[config.mk]
export PLATFORM = sky130hd
export DESIGN_NAME = boot_loader_flash_copy
export DESIGN_NICKNAME = d
export VERILOG_FILES = /design/src/bl_pkg.sv /design/src/spi_link_if.sv /design/src/spi_byte_engine.sv /design/src/boot_loader_flash_copy.sv
export VERILOG_INCLUDE_DIRS = /design/src /design/src/src
export SDC_FILE = /design/constraint.sdc
export NUM_CORES = 1
export LEC_CHECK = 0
export ABC_AREA = 1
export BUFFER_PORTS_ARGS = -buffer_cell sky130_fd_sc_hd__buf_2
export CAP_MARGIN = 10
export CORE_UTILIZATION = 30
export DETAILED_ROUTE_END_ITERATION = 12
export RECOVER_POWER = 50
export REMOVE_ABC_BUFFERS = 1
export SYNTH_ARGS = -nofsm -noshare
export SYNTH_HDL_FRONTEND = slang
export SYNTH_HIERARCHICAL = 1
export SYNTH_SLANG_ARGS = --single-unit
[constraint.sdc]
create_clock -name sys_clk_in -period 2.9 [get_ports sys_clk_in]
set_input_delay 0.145 -clock sys_clk_in [delete_from_list [all_inputs] [get_ports sys_clk_in]]
set_output_delay 0.145 -clock sys_clk_in [all_outputs]
set_load 0.01 [all_outputs]
[src/boot_loader_regs.svh]
`ifndef BOOT_LOADER_REGS_SVH
`define BOOT_LOADER_REGS_SVH
`define CODE_PAGE_WRITE 8'h01
`define CODE_READ 8'h02
`define CODE_WRITE_EN 8'h04
`define CODE_ERASE 8'h08
`define CODE_READ_STATUS 8'h10
`define CODE_WRITE_STATUS 8'h20
`define FLASH_READ_OPCODE 8'h03
`define HDR_BASE 24'h000000
`define HDR_BYTES 18'd6
`define SRAM_TOP_ADDR 17'h1ffff
`define SRAM_BYTES 24'h020000
`define FLASH_MAX_ADDR 24'h1fffff
`define ALIGN_4K_MASK (24'h000fff)
`define CLK_HZ 200000000
`define UART_BAUD 57600
`define UART_BIT_CYCLES (`CLK_HZ / `UART_BAUD)
`define SPI_HALF_CYCLES 4
`define SETTLE_CYCLES 18'd3
`define SY_PM 4
`define SY_SEC 3
`define SY_DBG 2
`define SY_RX 1
`define SY_MISO 0
`endif

[src/bl_pkg.sv]
package bl_pkg;
  typedef enum logic [3:0] {
    ST_SETTLE, ST_RD_CMD, ST_RD_DATA, ST_CHECK, ST_ENCRYPT, ST_LAUNCH,
    ST_RUN, ST_HALT, ST_BR_CODE, ST_BR_LEN, ST_BR_FWD, ST_BR_RD, ST_BR_END
  } boot_state_t;
  typedef struct packed {
    logic busy;
    logic done;
    logic sclk;
    logic mosi;
    logic [2:0] bits;
    logic [2:0] div;
    logic [7:0] sh;
  } spi_eng_t;
  typedef struct packed {
    logic [4:0] s1;
    logic [4:0] s2;
    boot_state_t st;
    logic exec_mode;
    logic hdr_phase;
    logic pend;
    logic [1:0] idx;
    logic [17:0] cnt;
    logic [17:0] len;
    logic [23:0] faddr;
    logic [47:0] hdr;
    logic cs_n;
    logic spi_start;
    logic [7:0] spi_tx;
    logic sram_we;
    logic [16:0] sram_addr;
    logic [7:0] sram_wdata;
    logic [16:0] xlat;
    logic core_run;
    logic owned;
    logic enc_start;
    logic [23:0] enc_base;
    logic [23:0] enc_len;
    logic boot_error;
    logic enc_seen;
    logic rx_busy;
    logic [11:0] rx_cnt;
    logic [3:0] rx_bits;
    logic [7:0] rx_sh;
    logic rx_valid;
    logic tx_busy;
    logic [11:0] tx_cnt;
    logic [3:0] tx_bits;
    logic [9:0] tx_sh;
    logic [7:0] br_code;
  } loader_t;
endpackage : bl_pkg

[src/spi_link_if.sv]
`timescale 1ns/1ps
interface spi_link_if;
  logic start;
  logic [7:0] tx;
  logic busy;
  logic done;
  logic [7:0] rx;
  modport master (output start, output tx, input busy, input done,
                  input rx);
  modport engine (input start, input tx, output busy, output done,
                  output rx);
endinterface : spi_link_if

[src/spi_byte_engine.sv]
`timescale 1ns/1ps
`include "boot_loader_regs.svh"
module spi_byte_engine (
  input wire logic sys_clk_in,
  input wire logic resetn_in,
  spi_link_if.engine link,
  input wire logic miso_in,
  output logic sclk_out,
  output logic mosi_out
);
  bl_pkg::spi_eng_t q;
  bl_pkg::spi_eng_t d;

  // Mode 0: data set while clock low, sampled on rising edge
  always_comb begin
    d = q;
    d.done = 1'b0;
    if (!q.busy) begin
      if (link.start) begin
        d.busy = 1'b1;
        d.sh = link.tx;
        d.mosi = link.tx[7];
        d.bits = 3'd0;
        d.div = 3'd0;
      end
    end else if (q.div != 3'(`SPI_HALF_CYCLES - 1)) begin
      d.div = q.div + 3'd1;
    end else begin
      d.div = 3'd0;
      if (!q.sclk) begin
        d.sclk = 1'b1;
        d.sh = {q.sh[6:0], miso_in};
      end else begin
        d.sclk = 1'b0;
        if (q.bits == 3'd7) begin
          d.busy = 1'b0;
          d.done = 1'b1;
        end else begin
          d.bits = q.bits + 3'd1;
          d.mosi = q.sh[7];
        end
      end
    end
  end

  always_ff @(posedge sys_clk_in) begin
    if (!resetn_in) begin
      q <= '0;
    end else begin
      q <= d;
    end
  end

  assign link.busy = q.busy;
  assign link.done = q.done;
  assign link.rx = q.sh;
  assign sclk_out = q.sclk;
  assign mosi_out = q.mosi;
endmodule : spi_byte_engine

[src/boot_loader_flash_copy.sv]
`timescale 1ns/1ps
`include "boot_loader_regs.svh"
module boot_loader_flash_copy (
  input wire logic sys_clk_in,
  input wire logic resetn_in,
  input wire logic program_mode_n_in,
  input wire logic secure_boot_select_in,
  input wire logic debug_mode_in,
  input wire logic flash_sn_valid_in,
  input wire logic serial_number_input_ok_in,
  input wire logic reload_req_in,
  input wire logic wdt_timeout_in,
  input wire logic wdt_reload_en_in,
  input wire logic encrypt_done_in,
  input wire logic [16:0] cpu_data_addr_in,
  input wire logic uart_rx_in,
  input wire logic spi_miso_in,
  output logic uart_tx_out,
  output logic spi_cs_n_out,
  output logic spi_sclk_out,
  output logic spi_mosi_out,
  output logic [16:0] sram_addr_out,
  output logic [7:0] sram_wdata_out,
  output logic sram_we_out,
  output logic [16:0] cpu_data_xlat_out,
  output logic core_run_out,
  output logic pins_owned_out,
  output logic encrypt_start_out,
  output logic [23:0] encrypt_base_out,
  output logic [23:0] encrypt_len_out,
  output logic boot_error_out,
  output logic encrypted_seen_out
);
  bl_pkg::loader_t q;
  bl_pkg::loader_t d;
  spi_link_if link();

  spi_byte_engine u_spi (
    .sys_clk_in(sys_clk_in),
    .resetn_in(resetn_in),
    .link(link.engine),
    .miso_in(q.s2[`SY_MISO]),
    .sclk_out(spi_sclk_out),
    .mosi_out(spi_mosi_out)
  );

  assign link.start = q.spi_start;
  assign link.tx = q.spi_tx;

  function automatic logic [7:0] addr_byte(input logic [23:0] a,
                                           input logic [1:0] i);
    unique case (i)
      2'd0: addr_byte = `FLASH_READ_OPCODE;
      2'd1: addr_byte = a[23:16];
      2'd2: addr_byte = a[15:8];
      2'd3: addr_byte = a[7:0];
    endcase
  endfunction : addr_byte

  always_comb begin
    logic [23:0] img_start;
    logic [23:0] img_end;
    logic [23:0] img_span;
    logic [23:0] img_round;
    logic [17:0] img_size;
    logic [8:0] n;
    logic img_ok;
    logic sn_ok;
    logic start_boot;
    d = q;
    img_start = q.hdr[47:24];
    img_end = q.hdr[23:0];
    img_span = img_end - img_start;
    img_size = img_span[17:0] + 18'd1;
    img_round = ({6'h00, img_size} + `ALIGN_4K_MASK) & ~`ALIGN_4K_MASK;
    img_ok = (img_start <= img_end) && (img_end <= `FLASH_MAX_ADDR) &&
             (img_span < `SRAM_BYTES);
    sn_ok = flash_sn_valid_in | serial_number_input_ok_in;
    n = {1'b0, q.rx_sh} + 9'd1;
    start_boot = 1'b0;
    d.s1 = {program_mode_n_in, secure_boot_select_in, debug_mode_in,
            uart_rx_in, spi_miso_in};
    d.s2 = q.s1;
    d.spi_start = 1'b0;
    d.sram_we = 1'b0;
    d.enc_start = 1'b0;
    d.rx_valid = 1'b0;
    d.xlat = `SRAM_TOP_ADDR - cpu_data_addr_in;

    // Serial receiver, 8N1, sampled mid bit
    if (!q.rx_busy) begin
      if (!q.s2[`SY_RX]) begin
        d.rx_busy = 1'b1;
        d.rx_cnt = 12'(`UART_BIT_CYCLES / 2);
        d.rx_bits = 4'd0;
      end
    end else if (q.rx_cnt != 12'd0) begin
      d.rx_cnt = q.rx_cnt - 12'd1;
    end else begin
      d.rx_cnt = 12'(`UART_BIT_CYCLES - 1);
      d.rx_bits = q.rx_bits + 4'd1;
      if (q.rx_bits == 4'd0) begin
        d.rx_busy = !q.s2[`SY_RX];
      end else if (q.rx_bits == 4'd9) begin
        d.rx_busy = 1'b0;
        d.rx_valid = q.s2[`SY_RX];
      end else begin
        d.rx_sh = {q.s2[`SY_RX], q.rx_sh[7:1]};
      end
    end

    // Serial transmitter, shifts in idle ones behind the frame
    if (q.tx_busy) begin
      if (q.tx_cnt != 12'd0) begin
        d.tx_cnt = q.tx_cnt - 12'd1;
      end else begin
        d.tx_cnt = 12'(`UART_BIT_CYCLES - 1);
        d.tx_sh = {1'b1, q.tx_sh[9:1]};
        d.tx_bits = q.tx_bits + 4'd1;
        if (q.tx_bits == 4'd9) begin
          d.tx_busy = 1'b0;
        end
      end
    end

    unique case (q.st)
      bl_pkg::ST_SETTLE: begin
        if (q.cnt == `SETTLE_CYCLES) begin
          d.exec_mode = q.s2[`SY_PM];
          if (!q.s2[`SY_PM]) begin
            d.st = bl_pkg::ST_BR_CODE;
          end else begin
            start_boot = 1'b1;
          end
        end else begin
          d.cnt = q.cnt + 18'd1;
        end
      end
      bl_pkg::ST_RD_CMD: begin
        d.cs_n = 1'b0;
        if (!q.pend) begin
          d.spi_start = 1'b1;
          d.spi_tx = addr_byte(q.faddr, q.idx);
          d.pend = 1'b1;
        end else if (link.done) begin
          d.pend = 1'b0;
          if (q.idx == 2'd3) begin
            d.st = bl_pkg::ST_RD_DATA;
            d.cnt = 18'd0;
          end else begin
            d.idx = q.idx + 2'd1;
          end
        end
      end
      bl_pkg::ST_RD_DATA: begin
        if (!q.pend) begin
          d.spi_start = 1'b1;
          d.spi_tx = 8'h00;
          d.pend = 1'b1;
        end else if (link.done) begin
          d.pend = 1'b0;
          d.cnt = q.cnt + 18'd1;
          if (q.hdr_phase) begin
            d.hdr = {q.hdr[39:0], link.rx};
          end else begin
            d.sram_we = 1'b1;
            d.sram_addr = q.cnt[16:0];
            d.sram_wdata = link.rx;
          end
          if (q.cnt == q.len - 18'd1) begin
            d.cs_n = 1'b1;
            d.st = q.hdr_phase ? bl_pkg::ST_CHECK : bl_pkg::ST_LAUNCH;
          end
        end
      end
      bl_pkg::ST_CHECK: begin
        d.idx = 2'd0;
        d.hdr_phase = 1'b0;
        d.faddr = img_start;
        if (!img_ok) begin
          // Garbled header means encrypted code only when secure
          d.enc_seen = q.s2[`SY_SEC];
          d.boot_error = 1'b1;
          d.st = bl_pkg::ST_HALT;
        end else if (q.s2[`SY_SEC] && !q.s2[`SY_DBG] && q.exec_mode &&
                     sn_ok && (img_start[11:0] == 12'h000)) begin
          d.enc_start = 1'b1;
          d.enc_base = img_start;
          d.enc_len = img_round;
          d.len = img_round[17:0];
          d.st = bl_pkg::ST_ENCRYPT;
        end else begin
          d.len = img_size;
          d.st = bl_pkg::ST_RD_CMD;
        end
      end
      bl_pkg::ST_ENCRYPT: begin
        if (encrypt_done_in) begin
          d.st = bl_pkg::ST_RD_CMD;
        end
      end
      bl_pkg::ST_LAUNCH: begin
        d.core_run = 1'b1;
        d.owned = 1'b0;
        d.st = bl_pkg::ST_RUN;
      end
      bl_pkg::ST_RUN, bl_pkg::ST_HALT: begin
        if (reload_req_in || (wdt_timeout_in && wdt_reload_en_in)) begin
          start_boot = 1'b1;
        end
      end
      bl_pkg::ST_BR_CODE: begin
        d.cs_n = 1'b1;
        if (q.rx_valid) begin
          d.br_code = q.rx_sh;
          d.st = bl_pkg::ST_BR_LEN;
        end
      end
      bl_pkg::ST_BR_LEN: begin
        if (q.rx_valid) begin
          d.st = bl_pkg::ST_BR_FWD;
          d.len = 18'd0;
          // Forward count covers opcode, address and host data
          unique case (q.br_code)
            `CODE_PAGE_WRITE: d.cnt = 18'd4 + {9'd0, n};
            `CODE_READ: begin
              d.cnt = 18'd4;
              d.len = {9'd0, n};
            end
            `CODE_WRITE_EN: d.cnt = 18'd1;
            `CODE_ERASE: d.cnt = 18'd4;
            `CODE_READ_STATUS: begin
              d.cnt = 18'd1;
              d.len = 18'd1;
            end
            `CODE_WRITE_STATUS: d.cnt = 18'd2;
            default: begin
              d.cnt = 18'd0;
              d.st = bl_pkg::ST_BR_CODE;
            end
          endcase
        end
      end
      bl_pkg::ST_BR_FWD: begin
        if (q.cnt == 18'd0) begin
          d.st = (q.len != 18'd0) ? bl_pkg::ST_BR_RD : bl_pkg::ST_BR_END;
        end else if (!q.pend) begin
          if (q.rx_valid) begin
            d.cs_n = 1'b0;
            d.spi_start = 1'b1;
            d.spi_tx = q.rx_sh;
            d.pend = 1'b1;
          end
        end else if (link.done) begin
          d.pend = 1'b0;
          d.cnt = q.cnt - 18'd1;
        end
      end
      bl_pkg::ST_BR_RD: begin
        if (q.len == 18'd0) begin
          d.st = bl_pkg::ST_BR_END;
        end else if (!q.pend) begin
          if (!q.tx_busy) begin
            d.spi_start = 1'b1;
            d.spi_tx = 8'h00;
            d.pend = 1'b1;
          end
        end else if (link.done) begin
          d.pend = 1'b0;
          d.len = q.len - 18'd1;
          d.tx_sh = {1'b1, link.rx, 1'b0};
          d.tx_busy = 1'b1;
          d.tx_cnt = 12'(`UART_BIT_CYCLES - 1);
          d.tx_bits = 4'd0;
        end
      end
      bl_pkg::ST_BR_END: begin
        d.cs_n = 1'b1;
        d.st = bl_pkg::ST_BR_CODE;
      end
    endcase

    if (start_boot) begin
      d.st = bl_pkg::ST_RD_CMD;
      d.hdr_phase = 1'b1;
      d.faddr = `HDR_BASE;
      d.len = `HDR_BYTES;
      d.idx = 2'd0;
      d.pend = 1'b0;
      d.core_run = 1'b0;
      d.owned = 1'b1;
      d.boot_error = 1'b0;
      d.enc_seen = 1'b0;
    end
  end

  always_ff @(posedge sys_clk_in) begin
    if (!resetn_in) begin
      q <= '0;
      q.cs_n <= 1'b1;
      q.tx_sh <= '1;
      q.owned <= 1'b1;
    end else begin
      q <= d;
    end
  end

  assign uart_tx_out = q.tx_sh[0];
  assign spi_cs_n_out = q.cs_n;
  assign sram_addr_out = q.sram_addr;
  assign sram_wdata_out = q.sram_wdata;
  assign sram_we_out = q.sram_we;
  assign cpu_data_xlat_out = q.xlat;
  assign core_run_out = q.core_run;
  assign pins_owned_out = q.owned;
  assign encrypt_start_out = q.enc_start;
  assign encrypt_base_out = q.enc_base;
  assign encrypt_len_out = q.enc_len;
  assign boot_error_out = q.boot_error;
  assign encrypted_seen_out = q.enc_seen;
endmodule : boot_loader_flash_copy

==> flow_summary.html, run 1 <==
<table>
<tr><th>Metric</th><th>Value</th></tr>
<tr><th colspan="2">Worst setup path</th></tr>
<tr><td>Master of the slowest instance on the critical path</td><td>sky130_fd_sc_hd__fa_2</td></tr>
<tr><td>Critical Path Source Type</td><td>flip-flop</td></tr>
<tr><td>Delay-heaviest family, CP</td><td>simple AND/OR/NAND/NOR gates</td></tr>
<tr><td>Crit end category</td><td>flip-flop</td></tr>
<tr><td>Launching element of the worst setup path</td><td>q[167]</td></tr>
<tr><td>Worst endpoint data arrival time</td><td>3.46 ns</td></tr>
<tr><td>Critical path type</td><td>reg2reg</td></tr>
<tr><td>Number of gates on the worst path with buffers counted</td><td>22</td></tr>
<tr><td>Series of cell instances along the critical path</td><td>inv_2, ha_4, inv_4, fa_2, ha_4, inv_1, nor2_4, nand3_2, nor2_2, nand3_2, inv_2, nand2_1, nand2_1, nand2_2, nand2_1, nor2_2, buf_4, a21oi_4, nand4_1, nand2_1, nand2_1, a21oi_1</td></tr>
<tr><td>Most used cell along the critical path</td><td>sky130_fd_sc_hd__nand2_1</td></tr>
<tr><td>Worst setup path endpoint</td><td>q[256]</td></tr>
<tr><td>Required time of the worst setup path</td><td>3.39 ns</td></tr>
<tr><td>Worst reg-to-reg setup slack</td><td>-0.07 ns</td></tr>
<tr><td>Critical path peak fanout</td><td>3</td></tr>
<tr><td>Cell depth of the worst flop-to-flop path</td><td>22</td></tr>
<tr><td>Endpoint of the worst-slack reg-to-reg timing path</td><td>q[256]</td></tr>
<tr><td>Stage delay of the slowest cell on the critical path</td><td>0.57 ns</td></tr>
<tr><td>Source of the worst register-to-register timing path</td><td>q[167]</td></tr>
<tr><td>Sum of buffers and inverters on the critical path</td><td>5</td></tr>
<tr><th colspan="2">Die</th></tr>
<tr><td>Number of top-level pins</td><td>130</td></tr>
<tr><td>Area of the core</td><td>55,500 µm²</td></tr>
<tr><td>Std cell rows</td><td>86</td></tr>
<tr><td>Die footprint</td><td>57,500 µm²</td></tr>
<tr><td>Starting density of the core</td><td>0.306</td></tr>
<tr><td>Die extent in y</td><td>240 µm</td></tr>
<tr><td>Horizontal die dimension</td><td>240 µm</td></tr>
<tr><th colspan="2">Logic synthesis</th></tr>
<tr><td>Synthesized area per cell</td><td>6.93 µm²</td></tr>
<tr><td>Part of the Yosys area used for sequential elements</td><td>0.348</td></tr>
<tr><td>Number of flops mapped to enable cells by yosys</td><td>0</td></tr>
<tr><td>Cell taking the most area after synthesis</td><td>sky130_fd_sc_hd__dfxtp_1</td></tr>
<tr><td>Post-Synthesis Cells</td><td>2,448</td></tr>
<tr><td>Ys async rst share</td><td>0</td></tr>
<tr><td>Dominant synthesized flop cell</td><td>sky130_fd_sc_hd__dfxtp_1</td></tr>
<tr><td>Synthesized flop and latch total</td><td>295</td></tr>
<tr><td>Synthesis Warnings</td><td>6</td></tr>
<tr><td>Number of distinct library cell variants in the gate-level netlist after synthesis</td><td>69</td></tr>
<tr><td>Leading cell types by total area after synthesis</td><td>sky130_fd_sc_hd__dfxtp_1 (35%), sky130_fd_sc_hd__nand2_1 (10%), sky130_fd_sc_hd__nor2_1 (6.7%)</td></tr>
<tr><td>Synth top area share</td><td>0.348</td></tr>
<tr><td>Post-synth design cell area</td><td>17,000 µm²</td></tr>
<tr><th colspan="2">STA</th></tr>
<tr><td>Maximum clock frequency</td><td>336 MHz</td></tr>
<tr><td>Final setup vio count</td><td>41</td></tr>
<tr><td>Sum of negative setup slack</td><td>-1.14 ns</td></tr>
<tr><td>Setup slack after layout</td><td>-0.0735 ns</td></tr>
<tr><td>Post-route minimum period</td><td>2.97 ns</td></tr>
<tr><td>Final cycle utilization of the critical path</td><td>1.03</td></tr>
<tr><td>Total count of max-transition violations in the final report</td><td>241</td></tr>
<tr><td>Tightest slew margin relative to the limit</td><td>-0.429</td></tr>
<tr><td>Worst Max-Slew Pin Slew</td><td>2.14 ns</td></tr>
<tr><td>Clk_skew</td><td>0.0213 ns</td></tr>
<tr><td>Setup repair after global routing missed its margin</td><td>true</td></tr>
<tr><td>Hold violation count in the final report</td><td>0</td></tr>
<tr><th colspan="2">Drt</th></tr>
<tr><td>Remaining antenna violation count after routing</td><td>0</td></tr>
<tr><td>Pre-Repair DR Iteration Count</td><td>6</td></tr>
<tr><td>Total wire length after detailed routing</td><td>50.3 mm</td></tr>
<tr><td>Via density per instance</td><td>4.75</td></tr>
<tr><td>Total DRC errors in the routed layout</td><td>0</td></tr>
<tr><td>Initial detailed-routing violation count</td><td>1,131</td></tr>
<tr><td>Wire length per cell after detailed routing</td><td>14.8 µm</td></tr>
<tr><td>Routed vias</td><td>16.1k</td></tr>
<tr><th colspan="2">Placed design</th></tr>
<tr><td>Placed wire-length estimate</td><td>36.2 mm</td></tr>
<tr><td>Cells after DPL</td><td>3,285</td></tr>
<tr><td>Final estimated routing congestion in global placement</td><td>0.923</td></tr>
<tr><td>Buffers on Ports</td><td>112</td></tr>
<tr><th colspan="2">Power</th></tr>
<tr><td>Power dissipated by switching net loads</td><td>3310 µW</td></tr>
<tr><td>Share of total power in sequential cells</td><td>0.401</td></tr>
<tr><td>Power per unit of standard cell area</td><td>526 nW/µm²</td></tr>
<tr><td>Share of total power in combinational logic</td><td>0.178</td></tr>
<tr><td>Clock Power Share</td><td>0.421</td></tr>
<tr><td>Maximum vdd ir drop</td><td>0.323 mV</td></tr>
<tr><td>Switching Fraction</td><td>0.302</td></tr>
<tr><td>Standby leakage power</td><td>0.00916 µW</td></tr>
<tr><td>P_int</td><td>7650 µW</td></tr>
<tr><td>Total power of the final layout</td><td>11,000 µW</td></tr>
<tr><th colspan="2">Layout</th></tr>
<tr><td>Commonest cells after routing, fill and taps aside</td><td>sky130_fd_sc_hd__nand2_1 (440), sky130_fd_sc_hd__dfxtp_1 (292), sky130_fd_sc_hd__nor2_1 (289)</td></tr>
<tr><td>Area growth from synthesis to final layout</td><td>23.0%</td></tr>
<tr><td>Commonest non-fill, non-tap cell in the layout</td><td>sky130_fd_sc_hd__nand2_1</td></tr>
<tr><td>Diode count</td><td>0</td></tr>
<tr><td>Share of post-route cells with drive strength above 1</td><td>0.185</td></tr>
<tr><td>Nets@finish</td><td>2,714</td></tr>
<tr><td>Post-layout instance count excluding filler cells</td><td>3,393</td></tr>
<tr><th colspan="2">Global routing</th></tr>
<tr><td>Total congestion overflow after global routing</td><td>0</td></tr>
<tr><td>Wire length of the first global-routing pass</td><td>78.4 mm</td></tr>
<tr><td>Maximum number of pins on one net before global-route repair</td><td>158</td></tr>
<tr><td>Overall global routing resource usage</td><td>0.171</td></tr>
<tr><td>Antenna violations before repair</td><td>1</td></tr>
<tr><td>Via count of the first global-routing pass</td><td>14.7k</td></tr>
<tr><th colspan="2">Worst hold path</th></tr>
<tr><td>Path class of the lowest-slack min-delay path</td><td>in2reg</td></tr>
<tr><th colspan="2">Outcome</th></tr>
<tr><td>Violated checks</td><td>max-capacitance violations, max-slew violations, negative setup slack</td></tr>
<tr><td>Status</td><td>complete, but fails checks</td></tr>
<tr><th colspan="2">CTS</th></tr>
<tr><td>Clock sink count</td><td>295</td></tr>
<tr><td>Total number of H-tree levels</td><td>2</td></tr>
<tr><td>Maximum buffer depth of the clock tree</td><td>3</td></tr>
<tr><td>Clk pin slew, worst setup/hold paths</td><td>0.06 ns</td></tr>
<tr><td>Clock latency reported for the late side of the worst-skew pair</td><td>0.56 ns</td></tr>
<tr><td>CTS tree</td><td>yes</td></tr>
<tr><td>Total clock buffers created by CTS</td><td>36</td></tr>
<tr><td>Clock tree root driver cell</td><td>sky130_fd_sc_hd__clkbuf_16</td></tr>
<tr><th colspan="2">Job</th></tr>
<tr><td>Maxcap violations</td><td>3</td></tr>
</table>
## per-layer routing
layer	part of all wire	global-route usage	up-vias
met2	0.45	0.267	384
met3	0.052	0.0259	65
met1	0.48	0.240	7426
met5	0	0	-
met4	0.022	0.0529	0
li1	-	-	8228
## worst min-delay path by stage
| stage | from | depth (start not counted) | end | slack (ns) |
|---|---|---|---|---|
| 3_3_place_gp | cpu_data_addr_in[5] | 2 | cpu_data_xlat_out[5] | 0.30 |
| 6_report | cpu_data_addr_in[5] | 3 | cpu_data_xlat_out[5] | 0.28 |
| 5_1_grt | cpu_data_addr_in[7] | 3 | cpu_data_xlat_out[7] | 0.26 |
| 3_5_place_dp | cpu_data_addr_in[15] | 2 | cpu_data_xlat_out[15] | 0.30 |
| 4_1_cts | resetn_in | 5 | pins_owned_out | 0.17 |
| 2_1_floorplan | cpu_data_addr_in[0] | 1 | cpu_data_xlat_out[0] | 0.22 |
## area by class of cell
class / instances / area (µm²)
Sequential cell: 295 / 5910
Clock buffer: 42 / 963
Inverter: 304 / 1150
Tap cell: 748 / 936
Fill cell: 5915 / 34700
Timing Repair Buffer: 288 / 1920
Multi-Input combinational cell: 1699 / 9760
Clock inverter: 17 / 223
## cells in the mapped netlist, types with 4 or more instances
library cell               number
sky130_fd_sc_hd__nand3b_1       6
sky130_fd_sc_hd__buf_2          5
sky130_fd_sc_hd__o22ai_1       19
sky130_fd_sc_hd__a21oi_4        4
sky130_fd_sc_hd__o21ai_0      160
sky130_fd_sc_hd__nand3_2        5
sky130_fd_sc_hd__o21a_1         4
sky130_fd_sc_hd__nor2_1       305
sky130_fd_sc_hd__or2_2         10
sky130_fd_sc_hd__a22o_1         5
sky130_fd_sc_hd__o21ai_2       10
sky130_fd_sc_hd__clkinv_1       5
sky130_fd_sc_hd__nand2_4        6
sky130_fd_sc_hd__buf_6          5
sky130_fd_sc_hd__nor2_4         5
sky130_fd_sc_hd__xor2_1        46
sky130_fd_sc_hd__a21oi_1      198
sky130_fd_sc_hd__buf_1          4
sky130_fd_sc_hd__o211ai_1      19
sky130_fd_sc_hd__nand2_1      466
sky130_fd_sc_hd__a221oi_1       5
sky130_fd_sc_hd__inv_1        282
sky130_fd_sc_hd__nand4_1       35
sky130_fd_sc_hd__a21oi_2        5
sky130_fd_sc_hd__xnor2_1       13
sky130_fd_sc_hd__nand3_4        4
sky130_fd_sc_hd__dfxtp_1      295
sky130_fd_sc_hd__nor3_1        35
sky130_fd_sc_hd__nor2_2        15
sky130_fd_sc_hd__nand3_1      129
sky130_fd_sc_hd__buf_4        100
sky130_fd_sc_hd__o21ai_1        7
sky130_fd_sc_hd__clkbuf_1      55
sky130_fd_sc_hd__inv_2         17
sky130_fd_sc_hd__ha_1          58
sky130_fd_sc_hd__o221ai_1       7
sky130_fd_sc_hd__a31oi_1        8
sky130_fd_sc_hd__nand2_2       32
sky130_fd_sc_hd__nor4_1        11
sky130_fd_sc_hd__a211oi_1       7
## power groups by stage
stage	sequential, µW	combinational (µW)	clock (µW)
2_1_floorplan	4410	1270	0
3_3_place_gp	4480	1830	0
3_5_place_dp	4480	1830	0
4_1_cts	4390	1870	4760
5_1_grt	4410	2190	4900
6_report	4390	1950	4620
## worst min-delay path, stage by stage
cell and delay [ns]:
sky130_fd_sc_hd__dlygate4sd3_1 0.52, sky130_fd_sc_hd__buf_2 0.09, sky130_fd_sc_hd__nor2_1 0.03
## per-stage QoR
| step | cell area [µm²] | util | hold slack (ns) | setup slack (ns) |
|---|---|---|---|---|
| after global routing | 20900 | 0.376 | 0.261 | -0.277 |
| after CTS | 20200 | 0.364 | 0.169 | -0.0534 |
| after floorplan | 16000 | - | 0.217 | -0.910 |
| after global placement | 18500 | 0.333 | 0.301 | -0.0578 |
| final | 20900 | 0.376 | 0.277 | -0.0735 |
| after detailed placement | 18500 | 0.333 | 0.303 | -0.0763 |
## registers in the layout, indices dropped and copies added (netlist names), 5 cells and up
signal and count:
q 182, encrypt_base_out 24, cpu_data_xlat_out 17, sram_addr_out 17, link.tx 8, sram_wdata_out 8, u_spi/link.rx 8, encrypt_len_out 7
u_spi/q 6, d 5
## kinds of logic (layout without fill, tap and decap cells)
group           count (synthesis)  after routing  share of synthesized area
simple gates                 1079           1082                      0.282
compound gates                478            478                      0.162
buf+inv                       473            651                      0.129
flops                         295            295                      0.348
xor+xnor                       62             62                     0.0333
fa+ha+maj                      60             60                     0.0451
other cells                     1             17                   0.000221
## what timing repair did
item	4_1_cts	5_1_grt
setup endpoints to repair	33	66
buffers inserted	11	13
pin swaps	14	60
gates cloned	2	2
gates resized for setup	39	160
hold endpoints to repair	22	0
hold buffers	22	0
Note: power is estimated with default switching activity, not from simulation.
==> run 2: changes to the inputs <==
--- a/config.mk
+++ b/config.mk
@@ -7,10 +7,12 @@
 export NUM_CORES = 1
 export LEC_CHECK = 0
 export ABC_AREA = 1
+export ABC_CLOCK_PERIOD_IN_PS = 2900
 export BUFFER_PORTS_ARGS = -buffer_cell sky130_fd_sc_hd__buf_2
 export CAP_MARGIN = 10
 export CORE_UTILIZATION = 30
 export DETAILED_ROUTE_END_ITERATION = 12
+export GPL_TIMING_DRIVEN = 0
 export RECOVER_POWER = 50
 export REMOVE_ABC_BUFFERS = 1
 export SYNTH_ARGS = -nofsm -noshare
==> flow_summary.html, run 2 (same netlist as run 1, synthesis figures left out) <==
<table>
<tr><th>Metric</th><th>Value</th></tr>
<tr><th colspan="2">Outcome</th></tr>
<tr><td>Status</td><td>complete, but fails checks</td></tr>
<tr><td>Violated checks</td><td>negative setup slack</td></tr>
<tr><th colspan="2">Die</th></tr>
<tr><td>Horizontal die dimension</td><td>240 µm</td></tr>
<tr><td>Die extent in y</td><td>240 µm</td></tr>
<tr><td>Std cell rows</td><td>86</td></tr>
<tr><td>Starting density of the core</td><td>0.306</td></tr>
<tr><td>Die footprint</td><td>57,500 µm²</td></tr>
<tr><td>Area of the core</td><td>55,500 µm²</td></tr>
<tr><td>Number of top-level pins</td><td>130</td></tr>
<tr><th colspan="2">CTS</th></tr>
<tr><td>Clock latency reported for the late side of the worst-skew pair</td><td>0.58 ns</td></tr>
<tr><td>Total number of H-tree levels</td><td>2</td></tr>
<tr><td>Clock sink count</td><td>295</td></tr>
<tr><td>Total clock buffers created by CTS</td><td>36</td></tr>
<tr><td>CTS tree</td><td>yes</td></tr>
<tr><td>Clk pin slew, worst setup/hold paths</td><td>0.07 ns</td></tr>
<tr><td>Maximum buffer depth of the clock tree</td><td>3</td></tr>
<tr><td>Clock tree root driver cell</td><td>sky130_fd_sc_hd__clkbuf_16</td></tr>
<tr><th colspan="2">Worst setup path</th></tr>
<tr><td>Critical Path Source Type</td><td>flip-flop</td></tr>
<tr><td>Required time of the worst setup path</td><td>3.43 ns</td></tr>
<tr><td>Critical path type</td><td>reg2reg</td></tr>
<tr><td>Critical path peak fanout</td><td>3</td></tr>
<tr><td>Worst endpoint data arrival time</td><td>3.56 ns</td></tr>
<tr><td>Crit end category</td><td>flip-flop</td></tr>
<tr><th colspan="2">Layout</th></tr>
<tr><td>Diode count</td><td>0</td></tr>
<tr><td>Commonest non-fill, non-tap cell in the layout</td><td>sky130_fd_sc_hd__nand2_1</td></tr>
<tr><td>Number of fill cells in the layout</td><td>5,860</td></tr>
<tr><td>Area growth from synthesis to final layout</td><td>23.4%</td></tr>
<tr><td>Largest register FFs</td><td>182</td></tr>
<tr><td>Share of post-route cells with drive strength above 1</td><td>0.197</td></tr>
<tr><td>Utilization after layout</td><td>0.377</td></tr>
<tr><td>Nets@finish</td><td>2,648</td></tr>
<tr><td>Commonest cells after routing, fill and taps aside</td><td>sky130_fd_sc_hd__nand2_1 (410), sky130_fd_sc_hd__nor2_1 (284), sky130_fd_sc_hd__dfxtp_1 (283)</td></tr>
<tr><td>Largest Register</td><td>q</td></tr>
<tr><th colspan="2">Power</th></tr>
<tr><td>Maximum vdd ir drop</td><td>0.350 mV</td></tr>
<tr><td>Standby leakage power</td><td>0.00892 µW</td></tr>
<tr><td>Power per unit of standard cell area</td><td>529 nW/µm²</td></tr>
<tr><th colspan="2">Drt</th></tr>
<tr><td>Total DRC errors in the routed layout</td><td>0</td></tr>
<tr><td>Total wire length after detailed routing</td><td>51.9 mm</td></tr>
<tr><td>Wire length per cell after detailed routing</td><td>15.6 µm</td></tr>
<tr><td>Initial detailed-routing violation count</td><td>1,222</td></tr>
<tr><td>Routed vias</td><td>16.0k</td></tr>
<tr><td>Pre-Repair DR Iteration Count</td><td>7</td></tr>
<tr><td>Via density per instance</td><td>4.81</td></tr>
<tr><td>Remaining antenna violation count after routing</td><td>0</td></tr>
<tr><th colspan="2">Placed design</th></tr>
<tr><td>Final estimated routing congestion in global placement</td><td>0.915</td></tr>
<tr><td>Buffers on Ports</td><td>112</td></tr>
<tr><td>Placed wire-length estimate</td><td>34.7 mm</td></tr>
<tr><th colspan="2">STA</th></tr>
<tr><td>Tightest slew margin relative to the limit</td><td>0.0200</td></tr>
<tr><td>Final setup vio count</td><td>53</td></tr>
<tr><td>Maximum clock frequency</td><td>330 MHz</td></tr>
<tr><td>Clk_skew</td><td>0.0353 ns</td></tr>
<tr><td>Setup repair after global routing missed its margin</td><td>true</td></tr>
<tr><td>Setup slack after layout</td><td>-0.131 ns</td></tr>
<tr><td>Hold violation count in the final report</td><td>0</td></tr>
<tr><td>Total count of max-transition violations in the final report</td><td>0</td></tr>
<tr><td>Worst Max-Slew Pin Slew</td><td>1.46 ns</td></tr>
<tr><td>Hold slack</td><td>0.282 ns</td></tr>
<tr><td>Final cycle utilization of the critical path</td><td>1.05</td></tr>
<tr><td>Post-route minimum period</td><td>3.03 ns</td></tr>
<tr><th colspan="2">Global routing</th></tr>
<tr><td>Total congestion overflow after global routing</td><td>0</td></tr>
<tr><td>Wire length of the first global-routing pass</td><td>79.5 mm</td></tr>
<tr><td>Via count of the first global-routing pass</td><td>14.6k</td></tr>
<tr><td>Antenna violations before repair</td><td>1</td></tr>
<tr><td>Maximum number of pins on one net before global-route repair</td><td>107</td></tr>
<tr><td>Overall global routing resource usage</td><td>0.174</td></tr>
<tr><th colspan="2">Job</th></tr>
<tr><td>Maxcap violations</td><td>0</td></tr>
<tr><th colspan="2">Worst hold path</th></tr>
<tr><td>Path class of the lowest-slack min-delay path</td><td>in2reg</td></tr>
</table>
[run 2: cell count changes in the layout (fill, tap and decap cells not counted), sizes merged]
cell | previous run | this run
nand3 | 138 | 141
buf | 173 | 102
clkbuf | 135 | 132
bufinv | 4 | 3
nand2 | 507 | 508
clkinv | 17 | 14
dlygate4sd3 | 22 | 28
nor2 | 325 | 329
inv | 299 | 298
clkinvlp | 1 | 6
[run 2: repair_timing]
| action | CTS | global route |
|---|---|---|
| setup buffers | 39 | 34 |
| cloned | 9 | 3 |
| resized for setup | 184 | 162 |
| pin swaps | 48 | 55 |
| hold endpoints to repair | 23 | 0 |
| setup endpoints to repair | 128 | 139 |
| hold buffers | 28 | 0 |
[run 2: final cells by class]
class	count	area (µm²)	area share
clock inverters	16	191	0.00914
clock buffers	49	1020	0.0487
well taps	748	936	0.0447
repair inverters	1	7.51	0.000359
flip-flops and latches	295	5930	0.283
repair buffers	213	1450	0.0694
inverters	304	1190	0.0568
multi-input cells	1707	10200	0.488
[run 2: critical path: stages (launching register included)]
cell,delay [ns]
sky130_fd_sc_hd__dfxtp_2,0.31
sky130_fd_sc_hd__inv_2,0.06
sky130_fd_sc_hd__ha_4,0.13
sky130_fd_sc_hd__inv_4,0.04
sky130_fd_sc_hd__fa_2,0.58
sky130_fd_sc_hd__ha_4,0.17
sky130_fd_sc_hd__inv_4,0.04
sky130_fd_sc_hd__nor2_4,0.10
sky130_fd_sc_hd__nand3_2,0.12
sky130_fd_sc_hd__nor2_4,0.15
sky130_fd_sc_hd__nand3_4,0.11
sky130_fd_sc_hd__inv_2,0.08
sky130_fd_sc_hd__nand3_2,0.09
sky130_fd_sc_hd__nand2_4,0.11
sky130_fd_sc_hd__nand2_2,0.09
sky130_fd_sc_hd__nor2_4,0.18
sky130_fd_sc_hd__nand2_4,0.08
sky130_fd_sc_hd__nand2_4,0.10
sky130_fd_sc_hd__xor2_2,0.17
sky130_fd_sc_hd__nand2_1,0.09
sky130_fd_sc_hd__nand3_2,0.10
sky130_fd_sc_hd__nand2_1,0.05
sky130_fd_sc_hd__inv_1,0.04
[run 2: power by group]
| group | internal [µW] | switching, µW | leakage (µW) |
|---|---|---|---|
| clock | 2760 | 1910 | 0.000601 |
| sequential | 4210 | 189 | 0.00240 |
| combinational | 702 | 1300 | 0.00592 |
| total | 7670 | 3400 | 0.00892 |
[run 2: through the flow]
step | instance area [µm²] | worst slack, ns | std cells | setup TNS, ns | power (µW)
6_report | 20900 | -0.131 | 3333 | -3.29 | 11100
4_1_cts | 20200 | -0.128 | 3299 | -1.48 | 11100
3_5_place_dp | 17600 | -1.11 | 3158 | -82.94 | 6240
2_1_floorplan | 16000 | -0.910 | 2295 | -26.81 | 5680
3_3_place_gp | 17500 | -4.47 | 3155 | -491.75 | 6230
5_1_grt | 20900 | -0.300 | 3333 | -9.99 | 11600
[run 2: routing by layer]
metal	up-vias	global-route usage	wire length (µm)
met5	-	0	0
met4	0	0.0577	1380
met3	87	0.0335	3210
met2	414	0.274	23200
met1	7401	0.238	24100
li1	8116	-	-
[run 2: worst paths after layout]
check,slack (ns),cells after the start,startpoint,endpoint
worst min-delay path,0.28,3,cpu_data_addr_in[11],cpu_data_xlat_out[11]
worst max-delay path,-0.13,22,q[167],q[252]
worst max register to register,-0.13,22,q[167],q[252]
worst min register to register,0.41,2,d[288],q[288]
==> run 3: changes to the inputs <==
--- a/config.mk
+++ b/config.mk
@@ -13,6 +13,8 @@
 export CORE_UTILIZATION = 30
 export DETAILED_ROUTE_END_ITERATION = 12
 export GPL_TIMING_DRIVEN = 0
+export MAX_ROUTING_LAYER = met4
+export PLACE_DENSITY = 0.44
 export RECOVER_POWER = 50
 export REMOVE_ABC_BUFFERS = 1
 export SYNTH_ARGS = -nofsm -noshare
==> flow_summary.html, run 3 (same netlist as run 1, synthesis figures left out) <==
<table>
<tr><th>Metric</th><th>Value</th></tr>
<tr><th colspan="2">CTS</th></tr>
<tr><td>Total number of H-tree levels</td><td>2</td></tr>
<tr><td>Total clock buffers created by CTS</td><td>39</td></tr>
<tr><td>Clock latency reported for the late side of the worst-skew pair</td><td>0.57 ns</td></tr>
<tr><td>Clock sink count</td><td>295</td></tr>
<tr><td>Maximum buffer depth of the clock tree</td><td>3</td></tr>
<tr><td>Clk pin slew, worst setup/hold paths</td><td>0.06 ns</td></tr>
<tr><td>Clock tree root driver cell</td><td>sky130_fd_sc_hd__clkbuf_16</td></tr>
<tr><td>CTS tree</td><td>yes</td></tr>
<tr><th colspan="2">Outcome</th></tr>
<tr><td>Status</td><td>complete, but fails checks</td></tr>
<tr><td>Violated checks</td><td>negative setup slack</td></tr>
<tr><th colspan="2">Drt</th></tr>
<tr><td>Wire length per cell after detailed routing</td><td>16.7 µm</td></tr>
<tr><td>Via density per instance</td><td>4.84</td></tr>
<tr><td>Total wire length after detailed routing</td><td>55.7 mm</td></tr>
<tr><td>Pre-Repair DR Iteration Count</td><td>5</td></tr>
<tr><td>Initial detailed-routing violation count</td><td>929</td></tr>
<tr><td>Remaining antenna violation count after routing</td><td>0</td></tr>
<tr><td>Total DRC errors in the routed layout</td><td>0</td></tr>
<tr><td>Routed vias</td><td>16.1k</td></tr>
<tr><th colspan="2">Global routing</th></tr>
<tr><td>Maximum number of pins on one net before global-route repair</td><td>87</td></tr>
<tr><td>Overall global routing resource usage</td><td>0.195</td></tr>
<tr><td>Wire length of the first global-routing pass</td><td>84.7 mm</td></tr>
<tr><td>Total congestion overflow after global routing</td><td>0</td></tr>
<tr><td>Via count of the first global-routing pass</td><td>15.0k</td></tr>
<tr><td>Antenna violations before repair</td><td>4</td></tr>
<tr><th colspan="2">STA</th></tr>
<tr><td>Post-route minimum period</td><td>3.06 ns</td></tr>
<tr><td>Final setup vio count</td><td>51</td></tr>
<tr><td>Tightest slew margin relative to the limit</td><td>0.331</td></tr>
<tr><td>Hold violation count in the final report</td><td>0</td></tr>
<tr><td>Total count of max-transition violations in the final report</td><td>0</td></tr>
<tr><td>Maximum clock frequency</td><td>327 MHz</td></tr>
<tr><td>Worst Max-Slew Pin Slew</td><td>0.996 ns</td></tr>
<tr><td>Clk_skew</td><td>0.0233 ns</td></tr>
<tr><td>Setup repair after global routing missed its margin</td><td>true</td></tr>
<tr><td>Setup slack after layout</td><td>-0.158 ns</td></tr>
<tr><td>Final cycle utilization of the critical path</td><td>1.05</td></tr>
<tr><th colspan="2">Layout</th></tr>
<tr><td>Share of post-route cells with drive strength above 1</td><td>0.195</td></tr>
<tr><td>Largest register FFs</td><td>182</td></tr>
<tr><td>Diode count</td><td>0</td></tr>
<tr><td>Number of fill cells in the layout</td><td>5,963</td></tr>
<tr><td>Nets@finish</td><td>2,645</td></tr>
<tr><td>Largest Register</td><td>q</td></tr>
<tr><td>Commonest cells after routing, fill and taps aside</td><td>sky130_fd_sc_hd__nand2_1 (419), sky130_fd_sc_hd__dfxtp_1 (286), sky130_fd_sc_hd__nor2_1 (283)</td></tr>
<tr><td>Area growth from synthesis to final layout</td><td>23.2%</td></tr>
<tr><td>Commonest non-fill, non-tap cell in the layout</td><td>sky130_fd_sc_hd__nand2_1</td></tr>
<tr><th colspan="2">Power</th></tr>
<tr><td>Switching Fraction</td><td>0.307</td></tr>
<tr><td>P_int</td><td>7820 µW</td></tr>
<tr><td>Share of total power in combinational logic</td><td>0.179</td></tr>
<tr><td>Power per unit of standard cell area</td><td>540 nW/µm²</td></tr>
<tr><td>Power dissipated by switching net loads</td><td>3460 µW</td></tr>
<tr><td>Clock Power Share</td><td>0.429</td></tr>
<tr><td>Share of total power in sequential cells</td><td>0.392</td></tr>
<tr><td>Total power of the final layout</td><td>11,300 µW</td></tr>
<tr><td>Maximum vdd ir drop</td><td>0.342 mV</td></tr>
<tr><td>Standby leakage power</td><td>0.00889 µW</td></tr>
<tr><th colspan="2">Placed design</th></tr>
<tr><td>Post-placement worst setup slack</td><td>-1.25 ns</td></tr>
<tr><td>Final estimated routing congestion in global placement</td><td>0.870</td></tr>
<tr><td>Buffers on Ports</td><td>112</td></tr>
<tr><td>Placed wire-length estimate</td><td>38.2 mm</td></tr>
<tr><th colspan="2">Die</th></tr>
<tr><td>Horizontal die dimension</td><td>240 µm</td></tr>
<tr><td>Area of the core</td><td>55,500 µm²</td></tr>
<tr><td>Starting density of the core</td><td>0.306</td></tr>
<tr><td>Die extent in y</td><td>240 µm</td></tr>
<tr><td>Number of top-level pins</td><td>130</td></tr>
<tr><td>Std cell rows</td><td>86</td></tr>
<tr><td>Die footprint</td><td>57,500 µm²</td></tr>
<tr><th colspan="2">Worst setup path</th></tr>
<tr><td>Series of cell instances along the critical path</td><td>inv_2, ha_4, inv_4, fa_2, nand2_2, nor2_4, nand3_4, nor2_4, nand3_4, buf_12, xor2_4, nand3_2, nor2_4, nand2_2, nand4_1, nand2_2, nand2_1, nand2_1, a21oi_1</td></tr>
<tr><td>Crit end category</td><td>flip-flop</td></tr>
<tr><td>Critical path type</td><td>reg2reg</td></tr>
<tr><td>Master of the slowest instance on the critical path</td><td>sky130_fd_sc_hd__fa_2</td></tr>
<tr><td>Critical path peak fanout</td><td>4</td></tr>
<tr><td>Required time of the worst setup path</td><td>3.39 ns</td></tr>
<tr><td>Stage delay of the slowest cell on the critical path</td><td>0.60 ns</td></tr>
<tr><td>Cell depth of the worst flop-to-flop path</td><td>19</td></tr>
<tr><td>Worst endpoint data arrival time</td><td>3.55 ns</td></tr>
<tr><td>Critical Path Source Type</td><td>flip-flop</td></tr>
<tr><th colspan="2">Job</th></tr>
<tr><td>Maxcap violations</td><td>0</td></tr>
<tr><th colspan="2">Worst hold path</th></tr>
<tr><td>Path class of the lowest-slack min-delay path</td><td>in2reg</td></tr>
<tr><td>Worst Hold Depth</td><td>3</td></tr>
</table>
run 3: changes by cell type in the layout (fill, tap and decap cells not counted), moves of 4 or more:
| cell | previous run | this run |
|---|---|---|
| sky130_fd_sc_hd__nand2_4 | 24 | 14 |
| sky130_fd_sc_hd__nand2_1 | 410 | 419 |
| sky130_fd_sc_hd__nand3_1 | 104 | 111 |
| sky130_fd_sc_hd__nand3_2 | 26 | 19 |
| sky130_fd_sc_hd__dlygate4sd3_1 | 28 | 22 |
| sky130_fd_sc_hd__ha_4 | 17 | 23 |
| sky130_fd_sc_hd__ha_1 | 37 | 32 |
| sky130_fd_sc_hd__o21ai_2 | 19 | 24 |
| sky130_fd_sc_hd__buf_12 | 5 | 9 |
| sky130_fd_sc_hd__buf_4 | 52 | 48 |
| sky130_fd_sc_hd__o21ai_0 | 146 | 142 |
run 3: stage by stage:
step | util | setup TNS, ns | area [µm²] | hold WS [ns] | std cells
final | 0.377 | -2.97 | 20900 | 0.0503 | 3330
after global routing | 0.377 | -12.43 | 20900 | 0.0696 | 3330
after CTS | 0.366 | -5.07 | 20300 | 0.0428 | 3299
after detailed placement | 0.317 | -79.39 | 17600 | 0.303 | 3160
after global placement | 0.315 | -569.57 | 17500 | 0.300 | 3155
after floorplan | - | -26.81 | 16000 | 0.217 | 2295
run 3: path summary, 6_finish.rpt:
kind | start | endpoint | slack, ns
setup / recovery | q[167] | q[256] | -0.16
hold / removal | resetn_in | q[285] | 0.05
hold reg to reg | d[285] | q[285] | 0.41
setup reg to reg | q[167] | q[256] | -0.16
run 3: metal layers:
layer	vias to the layer above	wire length [µm]	GRT usage
met1	7560	26700	0.260
met5	-	0	-
met4	0	1480	0.0598
met2	345	25100	0.299
met3	84	2480	0.0324
li1	8129	-	-
run 3: layout make-up:
class	instances	area, µm²	area share
flip-flops and latches	295	5930	0.283
clock buffers	53	1130	0.0540
multi-input cells	1703	10100	0.483
clock inverters	15	148	0.00706
repair inverters	1	7.51	0.000359
well taps	748	936	0.0448
inverters	304	1180	0.0564
repair buffers	211	1480	0.0707
run 3: power groups by stage:
stage          clock network (µW)  registers, µW  logic (µW)
4_1_cts                      5000           4410        1950
3_3_place_gp                    0           4500        1800
3_5_place_dp                    0           4500        1810
6_report                     4840           4420        2020
5_1_grt                      5180           4440        2250
2_1_floorplan                   0           4410        1270
run 3: timing repair:
item | in CTS | in global routing
gates cloned | 9 | 0
setup buffers | 40 | 32
hold endpoints to repair | 22 | 0
hold buffers | 22 | 0
resized for setup | 197 | 129
pin swaps | 41 | 58
setup endpoints to repair | 151 | 166
run 3: worst max-delay path: cells and delay by family, from the launching register on:
| family | cells | cell delay, ns |
|---|---|---|
| buf+inv | 3 | 0.25 |
| flops | 1 | 0.31 |
| compound gates | 1 | 0.15 |
| simple gates | 12 | 1.34 |
| xor+xnor | 1 | 0.17 |
| fa+ha+maj | 2 | 0.74 |
